File: config.mk
export PLATFORM = sky130hd
export DESIGN_NAME = board_param_access
export DESIGN_NICKNAME = d
export VERILOG_FILES = /design/src/verilog/board_access_pkg.sv /design/src/verilog/board_param_access.sv
export VERILOG_INCLUDE_DIRS = /design/src /design/src/verilog
export SDC_FILE = /design/constraint.sdc
export NUM_CORES = 2
export LEC_CHECK = 0
export BUFFER_PORTS_ARGS = -buffer_cell sky130_fd_sc_hd__buf_2
export CAP_MARGIN = 10
export CORE_MARGIN = 5
export CORE_UTILIZATION = 30
export CTS_CLUSTER_SIZE = 20
export DETAILED_ROUTE_END_ITERATION = 10
export SLEW_MARGIN = 5
export SYNTH_ARGS = -nofsm -noshare
export SYNTH_HDL_FRONTEND = slang
export SYNTH_SLANG_ARGS = --single-unit
export TNS_END_PERCENT = 30
File: constraint.sdc
create_clock -name MCLK -period 5.4 [get_ports MCLK]
set_input_delay 0.54 -clock MCLK [delete_from_list [all_inputs] [get_ports MCLK]]
set_output_delay 0.54 -clock MCLK [all_outputs]
set_load 0.02 [all_outputs]
File: src/verilog/board_access_params.svh
// constants for the board parameter access block: offsets, fields, timing
// assumes inclusion by every design file that needs a figure
`ifndef BOARD_ACCESS_PARAMS_SVH
`define BOARD_ACCESS_PARAMS_SVH
// register byte offsets on the wishbone slave
`define OFS_REQ      4'h0
`define OFS_DATA     4'h4
`define OFS_CMD      4'h8
`define OFS_STATUS   4'hC
// command bits
`define CMD_WRITE    0
`define CMD_READ     1
// status bits
`define ST_REPLY     0
`define ST_ARMED     1
`define ST_IGNORED   2
`define ST_BUSY      3
// request field width, all selection fields
`define FIELD_W      4
// channel 0 fixed identity bytes and status byte
`define B_DEV_ID     4'h0
`define B_SERIAL_LO  4'h1
`define B_SERIAL_HI  4'h2
`define B_STATUS     4'h3
// pulse generator parameter bytes
`define B_PG_WIDTH   4'h0
`define B_PG_AMP_LO  4'h1
`define B_PG_AMP_HI  4'h2
`define B_PG_ATT     4'h3
// pulse width unit and clock period
`define PG_UNIT_NS   100000
`define CLK_NS       20
`endif

File: src/verilog/board_access_pkg.sv
// types shared by the board parameter access block
// assumes the params header is not needed here: types only
package board_access_pkg;
  // one request address: position, channel and byte within channel
  typedef struct packed {
    logic [3:0] tower;
    logic [3:0] rack;
    logic [3:0] board;
    logic [3:0] chan;
    logic [3:0] byte_addr;
  } req_t;
  // board position as read from the back plane straps
  typedef struct packed {
    logic [3:0] tower;
    logic [3:0] rack;
    logic [3:0] board;
  } pos_t;
endpackage : board_access_pkg

File: src/verilog/board_param_access.sv
// board parameter access: decodes tower/rack/board/channel/byte requests,
// holds the byte parameters, guards protected channels, fires pulses
// assumes one 50 MHz clock, classic wishbone master, straps from back plane
`timescale 1ns/100ps
`include "board_access_params.svh"

// Summary of operation
// RULE_01: tower field spans 0 to 15
// RULE_02: rack field spans 0 to 15
// RULE_03: board field 0-15, own value from slot
// RULE_04: channel field spans 0 to 15
// RULE_05: byte address field spans 0 to 15
// RULE_06: one data byte per write or read
// RULE_07: protected channels execute only repeated writes
// RULE_08: pulses fire only on dedicated trigger
// RULE_09: four independent outputs, per-pulse amplitude, width
// RULE_10: channel 0 is virtual identity channel
// RULE_11: foreign position requests are silently ignored
// RULE_12: reads return last written unless status
module board_param_access
  import board_access_pkg::*;
#(
  parameter int          NCH       = 5,     // virtual channel plus units
  parameter logic [4:0]  PROT_MASK = 5'h00, // protected channels
  parameter int          PG_CH     = 1,     // pulse generator channel
  parameter logic [7:0]  DEV_ID    = 8'h5A, // arbitrary identity value
  parameter logic [15:0] SERIAL    = 16'h0001, // arbitrary serial value
  parameter int          PULSE_UNIT_CYC = `PG_UNIT_NS / `CLK_NS,
  parameter int          CW        = 24     // pulse counter width
)
(
  // clock, reset, enable
  input  wire logic        MCLK,
  input  wire logic        RST_N,
  input  wire logic        CE,
  // wishbone slave
  input  wire logic        WB_CYC_I,
  input  wire logic        WB_STB_I,
  input  wire logic        WB_WE_I,
  input  wire logic [3:0]  WB_ADR_I,
  input  wire logic [3:0]  WB_SEL_I,
  input  wire logic [31:0] WB_DAT_I,
  output logic      [31:0] WB_DAT_O,
  output logic             WB_ACK_O,
  // back plane position straps and trigger pin
  input  wire pos_t        POS,
  input  wire logic        TRIG,
  // pulse outputs
  output logic      [3:0]  PULSE_O,
  output logic      [11:0] PULSE_AMP,
  output logic      [7:0]  PULSE_ATT
);

  localparam int DEPTH = NCH * 16;

  // refuse sizes the decode cannot serve
  initial
  begin
    // the 7-bit storage index covers eight channels at most
    if (NCH < 2 || NCH > 8 || PG_CH < 1 || PG_CH >= NCH)
      $error("board_param_access: bad channel parameters");
    if (PULSE_UNIT_CYC < 1 || 255 * PULSE_UNIT_CYC >= (1 << CW))
      $error("board_param_access: pulse counter too narrow");
  end

  // ---------------- pin synchronisers ----------------
  logic [12:0] s1_q, s2_q, s3_q;  // three-stage chain, {trig, pos}
  logic [12:0] pin_q;             // accepted pin levels
  pos_t        own_pos;           // own tower, rack, slot
  logic        trig_q;            // accepted trigger level
  logic        trig_last_q;       // trigger level one cycle ago
  logic        trig_rise;         // trigger rising edge

  // pins are asynchronous; a change counts once stage 2 and 3 agree
  always_ff @(posedge MCLK)
  begin
    if (!RST_N)
    begin
      s1_q  <= 13'h0000;
      s2_q  <= 13'h0000;
      s3_q  <= 13'h0000;
      pin_q <= 13'h0000;
    end
    else if (CE)
    begin
      s1_q <= {TRIG, POS};
      s2_q <= s1_q;
      s3_q <= s2_q;
      for (int i = 0; i < 13; i++)
        if (s2_q[i] == s3_q[i])
          pin_q[i] <= s3_q[i];
    end
  end

  assign own_pos = pin_q[11:0];  // slot fixes board value, see RULE_03
  assign trig_q  = pin_q[12];

  // trigger edge detect on the filtered level only
  always_ff @(posedge MCLK)
  begin
    if (!RST_N)
      trig_last_q <= 1'b0;
    else if (CE)
      trig_last_q <= trig_q;
  end

  assign trig_rise = trig_q & ~trig_last_q;

  // ---------------- wishbone slave ----------------
  req_t        req_q;       // current request address
  logic [7:0]  data_q;      // write data byte
  logic [7:0]  reply_q;     // last read result
  logic        reply_vld_q; // read answered
  logic        ignored_q;   // last request was for another board
  logic        wr_go_q;     // execute write pulse
  logic        rd_go_q;     // execute read pulse
  logic        armed_q;     // first half of a protected write seen
  logic        bus_req;     // new wishbone access this cycle
  logic        bus_wr;      // new wishbone write this cycle
  logic [31:0] rd_mux;      // read data selection
  logic [3:0]  busy;        // per-output pulse active

  assign bus_req = WB_CYC_I & WB_STB_I & ~WB_ACK_O;
  assign bus_wr  = bus_req & WB_WE_I;

  // ack one cycle after the strobe, dropped the following cycle
  always_ff @(posedge MCLK)
  begin
    if (!RST_N)
      WB_ACK_O <= 1'b0;
    else if (CE)
      WB_ACK_O <= bus_req;
  end

  // register readback; unmapped offsets read as zero
  always_comb
  begin
    rd_mux = 32'h0000_0000;
    unique case (WB_ADR_I)
      `OFS_REQ:    rd_mux = {12'h000, req_q};
      `OFS_DATA:   rd_mux = {24'h00_0000, data_q};
      `OFS_STATUS:
      begin
        rd_mux[15:8]        = reply_q;
        rd_mux[`ST_REPLY]   = reply_vld_q;
        rd_mux[`ST_ARMED]   = armed_q;
        rd_mux[`ST_IGNORED] = ignored_q;
        rd_mux[`ST_BUSY]    = |busy;
      end
      default:     rd_mux = 32'h0000_0000;
    endcase
  end

  // read data registered together with ack
  always_ff @(posedge MCLK)
  begin
    if (!RST_N)
      WB_DAT_O <= 32'h0000_0000;
    else if (CE && bus_req)
      WB_DAT_O <= rd_mux;
  end

  // request and data registers, byte lane writes
  always_ff @(posedge MCLK)
  begin
    if (!RST_N)
    begin
      req_q  <= '0;
      data_q <= 8'h00;
    end
    else if (CE && bus_wr)
    begin
      if (WB_ADR_I == `OFS_REQ)
      begin
        // five 4-bit fields, each 0..15, see RULE_01 RULE_02 RULE_03
        // channel and byte fields, see RULE_04 RULE_05
        if (WB_SEL_I[0])
          req_q[7:0] <= WB_DAT_I[7:0];
        if (WB_SEL_I[1])
          req_q[15:8] <= WB_DAT_I[15:8];
        if (WB_SEL_I[2])
          req_q[19:16] <= WB_DAT_I[19:16];
      end
      if (WB_ADR_I == `OFS_DATA && WB_SEL_I[0])
        data_q <= WB_DAT_I[7:0];  // one byte per write, see RULE_06
    end
  end

  // command register produces one-cycle execute pulses
  always_ff @(posedge MCLK)
  begin
    if (!RST_N)
    begin
      wr_go_q <= 1'b0;
      rd_go_q <= 1'b0;
    end
    else if (CE)
    begin
      wr_go_q <= bus_wr & (WB_ADR_I == `OFS_CMD) & WB_SEL_I[0]
                 & WB_DAT_I[`CMD_WRITE];
      rd_go_q <= bus_wr & (WB_ADR_I == `OFS_CMD) & WB_SEL_I[0]
                 & WB_DAT_I[`CMD_READ];
    end
  end

  // ---------------- request decode ----------------
  logic        match;      // request addresses this board
  logic        chan_ok;    // channel exists on this board
  logic        prot;       // channel is protected
  logic [6:0]  idx;        // parameter storage index
  logic        ro_byte;    // fixed identity byte
  logic        do_write;   // write actually executed
  req_t        key_req_q;  // address of the armed write
  logic [7:0]  key_data_q; // data of the armed write

  // foreign tower, rack or board: no store, no reply, see RULE_11
  assign match   = (req_q.tower == own_pos.tower)
                 & (req_q.rack  == own_pos.rack)
                 & (req_q.board == own_pos.board);
  assign chan_ok = 32'(req_q.chan) < NCH;
  assign prot    = chan_ok & PROT_MASK[req_q.chan[2:0]];
  assign idx     = 7'({req_q.chan, req_q.byte_addr});
  // channel 0 identity bytes cannot be overwritten, see RULE_10
  assign ro_byte = (req_q.chan == 4'h0) && (req_q.byte_addr <= `B_SERIAL_HI);

  // protected write runs only on the second identical command
  assign do_write = wr_go_q & match & chan_ok & ~ro_byte
                  & (~prot | (armed_q & key_req_q == req_q
                              & key_data_q == data_q)); // see RULE_07

  // arm and disarm the protected-write guard
  always_ff @(posedge MCLK)
  begin
    if (!RST_N)
    begin
      armed_q    <= 1'b0;
      key_req_q  <= '0;
      key_data_q <= 8'h00;
    end
    else if (CE && wr_go_q && match)
    begin
      if (prot && !armed_q)
      begin
        // first copy only arms, see RULE_07
        armed_q    <= 1'b1;
        key_req_q  <= req_q;
        key_data_q <= data_q;
      end
      else if (prot && !do_write)
      begin
        // a different write restarts the pairing
        key_req_q  <= req_q;
        key_data_q <= data_q;
      end
      else
        armed_q <= 1'b0;
    end
  end

  // ---------------- parameter storage ----------------
  logic [7:0] mem_q [DEPTH];  // flip-flop byte store
  logic [6:0] pg_base;        // pulse generator channel base index
  logic [3:0] pg_en;          // output select and enable nibble
  logic       fire;           // trigger accepted with outputs enabled

  assign pg_base = 7'(PG_CH * 16);
  assign pg_en   = mem_q[pg_base + 7'(`B_PG_AMP_HI)][7:4];
  // firing needs the dedicated trigger input, see RULE_08
  assign fire    = trig_rise & (|pg_en);

  // stored bytes; enables are spent once a pulse fires
  always_ff @(posedge MCLK)
  begin
    if (!RST_N)
    begin
      for (int i = 0; i < DEPTH; i++)
        mem_q[i] <= 8'h00;
    end
    else if (CE)
    begin
      if (do_write)
        mem_q[idx] <= data_q;  // see RULE_06
      // a new pulse needs reconfiguration and a new trigger
      if (fire)
        mem_q[pg_base + 7'(`B_PG_AMP_HI)][7:4] <= 4'h0;
    end
  end

  // ---------------- read path ----------------
  logic [7:0] rd_byte;  // selected byte for a read request

  // identity and status bytes override storage, see RULE_10 RULE_12
  always_comb
  begin
    rd_byte = mem_q[idx];  // last written value, see RULE_12
    if (req_q.chan == 4'h0)
    begin
      unique case (req_q.byte_addr)
        `B_DEV_ID:    rd_byte = DEV_ID;
        `B_SERIAL_LO: rd_byte = SERIAL[7:0];
        `B_SERIAL_HI: rd_byte = SERIAL[15:8];
        `B_STATUS:    rd_byte = {mem_q[idx][7:1], |busy};
        default:      rd_byte = mem_q[idx];
      endcase
    end
  end

  // reply and ignore flags follow each executed command
  always_ff @(posedge MCLK)
  begin
    if (!RST_N)
    begin
      reply_q     <= 8'h00;
      reply_vld_q <= 1'b0;
      ignored_q   <= 1'b0;
    end
    else if (CE && (wr_go_q || rd_go_q))
    begin
      ignored_q   <= ~match;           // see RULE_11
      reply_vld_q <= rd_go_q & match & chan_ok;
      if (rd_go_q && match && chan_ok)
        reply_q <= rd_byte;            // one byte back, see RULE_06
    end
  end

  // ---------------- pulse outputs ----------------
  logic [7:0] pg_width;  // width in 100 us units

  assign pg_width = mem_q[pg_base + 7'(`B_PG_WIDTH)];

  // amplitude and attenuation latched per pulse, see RULE_09
  always_ff @(posedge MCLK)
  begin
    if (!RST_N)
    begin
      PULSE_AMP <= 12'h000;
      PULSE_ATT <= 8'h00;
    end
    else if (CE && fire)
    begin
      PULSE_AMP <= {mem_q[pg_base + 7'(`B_PG_AMP_HI)][3:0],
                    mem_q[pg_base + 7'(`B_PG_AMP_LO)]};
      PULSE_ATT <= mem_q[pg_base + 7'(`B_PG_ATT)];
    end
  end

  // four outputs started by the same fire, each with its own timer, see RULE_09
  for (genvar g = 0; g < 4; g++)
  begin : g_out
    logic [CW-1:0] cnt_q;  // cycles left in this output's pulse

    always_ff @(posedge MCLK)
    begin
      if (!RST_N)
      begin
        cnt_q      <= '0;
        PULSE_O[g] <= 1'b0;
      end
      else if (CE)
      begin
        if (fire && pg_en[g] && pg_width != 8'h00)
        begin
          cnt_q      <= CW'(32'(pg_width) * PULSE_UNIT_CYC);
          PULSE_O[g] <= 1'b1;  // see RULE_08
        end
        else if (cnt_q > CW'(1))
          cnt_q <= cnt_q - CW'(1);
        else
        begin
          cnt_q      <= '0;
          PULSE_O[g] <= 1'b0;
        end
      end
    end

    assign busy[g] = PULSE_O[g];
  end

endmodule : board_param_access

==> results.yml <==
clock_tree:
  cts_hold_buffers: 31
  worst_skew_pair.late_latency_ns: 0.77
  cts_setup_buffers: 0
  postCtsResizedCells: 0
  htree_levels: 4
  deepest_clock_path_buffer_count: 3
  cts_inserted_buffers: 132
  ctsRootBufferMaster: "sky130_fd_sc_hd__clkbuf_16"
  clkSlewWorstSetupHoldPaths_ns: 0.06
  clock_tree_from_tritoncts: "built"
  numClockSinks: 1265
critical_path:
  critical_path.top_delay_family: "adder cells"
  startpoint_type: "register"
  cp_data_required_time_ns: 6.08
  timing.critical_path.cells: "buf_4, inv_1, ha_1, ha_1, inv_1, fa_1, fa_1, inv_1, fa_1, a21o_1, a21oi_1, o21bai_1, a2111o_1, a41o_1, or3_1, o211ai_1"
  worst-r2r-setup-slack_ns: 0.78
  worst_path_max_delay_cell: "sky130_fd_sc_hd__fa_1"
  cp.buffers_inverters: 4
  worst-path-max-fanout: 8
  crit_arrival_ns: 5.30
  setup.worst_path.class: "reg -> reg"
  max_stage_delay_ns: 0.49
  critical_path.endpoint_type: "register"
sta:
  fin_skew_ns: 0.0199
  final.period_utilization_pct: 85.5
  period_needed_ns: 4.62
  timing.final.hold_violations: 0
  timing.setup.tns_ns: 0
  slew_viol_final: 0
  tightest_slew_ns: 1.23
  setup_viol_count_final: 0
  fmax_mhz: 216
  post-route-worst-setup-slack_ns: 0.781
  grt_setup_unrepaired: "false"
  timing.slew.headroom_pct: 17.1
global_routing:
  gr-usage-met1_pct: 19.0
  grt_pass1_wl_um: 216000
  grt_antenna_before_repair: 9
  grtUsageMet2_pct: 23.5
  met3_usage_pct: 2.44
  number_of_global_route_vias_before_repair: 34100
  grt_busiest_layer: "met2"
  grt_start_max_net_pins: 103
  grtUsageTotal_pct: 14.2
  gr-total-overflow: 0
power_and_ir_drop:
  pwr-share-clk_pct: 39.5
  power.share.combinational_pct: 10.6
  power_switching_mw: 5.57
  swShare_pct: 24.7
  irDropWorstVdd_mv: 0.323
  static_power_due_to_leakage_nw: 23.8
  power.share.sequential_pct: 49.9
  intPower_mw: 17.0
  power.density_cell_area_nw_per_um2: 342
floorplan:
  design.core.area_um2: 187000
  die_extent_in_y_um: 443
  boundaryPins: 116
  initial_utilization_pct: 30.1
  placementRows: 159
  die_area_um2: 197000
  die_width_um: 443
routing:
  drt_drc_violations_left: 0
  routed-via-count: 34600
  initialDrtViolationCount: 3485
  drt_wl_total_um: 143000
  route.detailed.wl_per_inst_um: 20.1
  first_drt_pass_iteration_count: 6
  drtAntennaViolNets: 0
  route.detailed.vias_per_inst: 4.85
yosys:
  synth.avg_cell_area_um2: 14.0
  ys_top_cells_by_area: "sky130_fd_sc_hd__edfxtp_1 54%, sky130_fd_sc_hd__mux4_2 11%, sky130_fd_sc_hd__dfxtp_1 8.7%"
  synth_compound_area_share_pct: 5.89
  synth_adder_area_share_pct: 1.54
  ys_seq_elements: 1265
  synth_mux_area_share_pct: 13.1
  synth.largest_area_cell: "sky130_fd_sc_hd__edfxtp_1"
  synth_top_family_by_area: "multiplexers"
  async_reset_ff_share_pct: 0
  synth_sequential_area_ratio_pct: 63.1
  post_synth_xor_area_fraction_pct: 0.839
  synth-main-ff-cell: "sky130_fd_sc_hd__edfxtp_1"
  yosys_warns: 0
  yosysTopAreaCellShare_pct: 54.4
  synth-simple-area-share_pct: 13.0
  synth_cells: 4013
  synth_enable_flop_cells: 1020
  synth_commonest_cells: "1020 x sky130_fd_sc_hd__edfxtp_1, 616 x sky130_fd_sc_hd__and2_1, 322 x sky130_fd_sc_hd__nor2_1"
  synth.most_common_cell: "sky130_fd_sc_hd__edfxtp_1"
  synthDistinctLibCells: 81
  synthesis.area_um2: 56300
final_layout:
  multi_input_comb_area_um2: 20900
  ff_latch_area_um2: 35600
  area_growth_syn_to_layout_pct: 17.1
  utilization_pct: 35.2
  post_route_cells_drive_above_1_share_pct: 15.9
  num-fill-cells: 18000
  design.final.nets: 4661
placement:
  dp_worst_setup_slack_ns: 0.803
  gpl.final_weighted_congestion: 0.848
  port-buffer-count: 90
  place.detailed.hpwl_um: 92400
run:
  cap_violations: 0
run_status:
  outcome: "finished, final reports clean"
worst_hold_path:
  hold_path.class: "in -> reg"
==> sequential cells by signal, indices dropped and copies added (netlist names), named ones only <==
name         flops
PULSE_AMP       12
PULSE_ATT        8
PULSE_O          4
WB_ACK_O         1
WB_DAT_O        20
data_q           8
g_out.cnt_q     96
idx              7
ignored_q        1
mem_q         1024
pin_q           13
rd_go_q          1
reply_q          8
reply_vld_q      1
req_q           13
s1_q            13
s2_q            13
s3_q            13
trig_last_q      1
wr_go_q          1
==> power groups by stage <==
stage               Sequential, mW  Combinational (mW)  Clock (mW)
floorplan                     11.4                1.77           0
global placement              11.4                2.31           0
detailed placement            11.5                2.34           0
CTS                           11.3                2.37        9.12
global route                  11.3                2.63        9.52
finish                        11.3                2.39        8.91
==> final cells by class <==
type	count	area share [%]
Timing Repair Buffer	263	2.93
Clock inverter	61	0.780
Inverter	47	0.275
Tap cell	2495	4.73
Antenna cell	4	0.0152
Clock buffer	174	5.56
Multi-Input combinational cell	2831	31.7
Sequential cell	1265	54.0
==> cell usage in the layout, fill, tap and decap left out, types with 135 or more instances in the layout <==
master and n:
sky130_fd_sc_hd__nand2_1 157, sky130_fd_sc_hd__nor2_1 322, sky130_fd_sc_hd__dfxtp_1 232, sky130_fd_sc_hd__clkbuf_16 139
sky130_fd_sc_hd__conb_1 420, sky130_fd_sc_hd__and2_1 616, sky130_fd_sc_hd__mux4_2 267, sky130_fd_sc_hd__o21ai_0 160
sky130_fd_sc_hd__edfxtp_1 1020, sky130_fd_sc_hd__buf_4 135
==> per-stage QoR <==
step	cells	area, µm²	total power, mW	hold WS, ns
2_1_floorplan	4432	57900	13.1	0.425
5_1_grt	7138	65900	23.5	0.0877
3_5_place_dp	6870	61400	13.8	0.446
6_report	7140	65900	22.6	0.0715
4_1_cts	7136	65900	22.7	0.0153
3_3_place_gp	6870	61400	13.7	0.440
==> worst reg2reg max path, stage by stage (launching register included) <==
cell                       delay (ns)
sky130_fd_sc_hd__edfxtp_1        0.35
sky130_fd_sc_hd__buf_4           0.19
sky130_fd_sc_hd__inv_1           0.23
sky130_fd_sc_hd__ha_1            0.29
sky130_fd_sc_hd__ha_1            0.28
sky130_fd_sc_hd__inv_1           0.05
sky130_fd_sc_hd__fa_1            0.45
sky130_fd_sc_hd__fa_1            0.49
sky130_fd_sc_hd__inv_1           0.06
sky130_fd_sc_hd__fa_1            0.40
sky130_fd_sc_hd__a21o_1          0.17
sky130_fd_sc_hd__a21oi_1         0.23
sky130_fd_sc_hd__o21bai_1        0.11
sky130_fd_sc_hd__a2111o_1        0.45
sky130_fd_sc_hd__a41o_1          0.34
sky130_fd_sc_hd__or3_1           0.37
sky130_fd_sc_hd__o211ai_1        0.09
==> layer usage <==
layer	up-vias	routed length (µm)
li1	15700	-
met1	17500	59800
met2	1114	69400
met3	233	10000
met4	2	4110
met5	-	16
==> final timing paths <==
kind,startpoint,endpoint,cells past startpoint
worst max-delay path,mem_q[16][3],g_out[1].cnt_q[19],16
worst min-delay path,POS[10],s1_q[10],3
worst max register to register,mem_q[16][3],g_out[1].cnt_q[19],16
worst min register to register,PULSE_ATT[4],PULSE_ATT[4],2
==> kinds of logic (layout without fill, tap and decap cells) <==
| kind of cell | count (synthesis) | in the layout |
|---|---|---|
| and+or+nand+nor | 1372 | 1372 |
| DFF | 1265 | 1265 |
| AOI/OAI and AO/OA | 522 | 522 |
| muxes | 401 | 401 |
| buffers and inverters | 336 | 545 |
| adders and majority gates | 62 | 62 |
| xor gates and xnor gates | 54 | 54 |
| other | 1 | 424 |
Power figures use the tool's default switching activity.
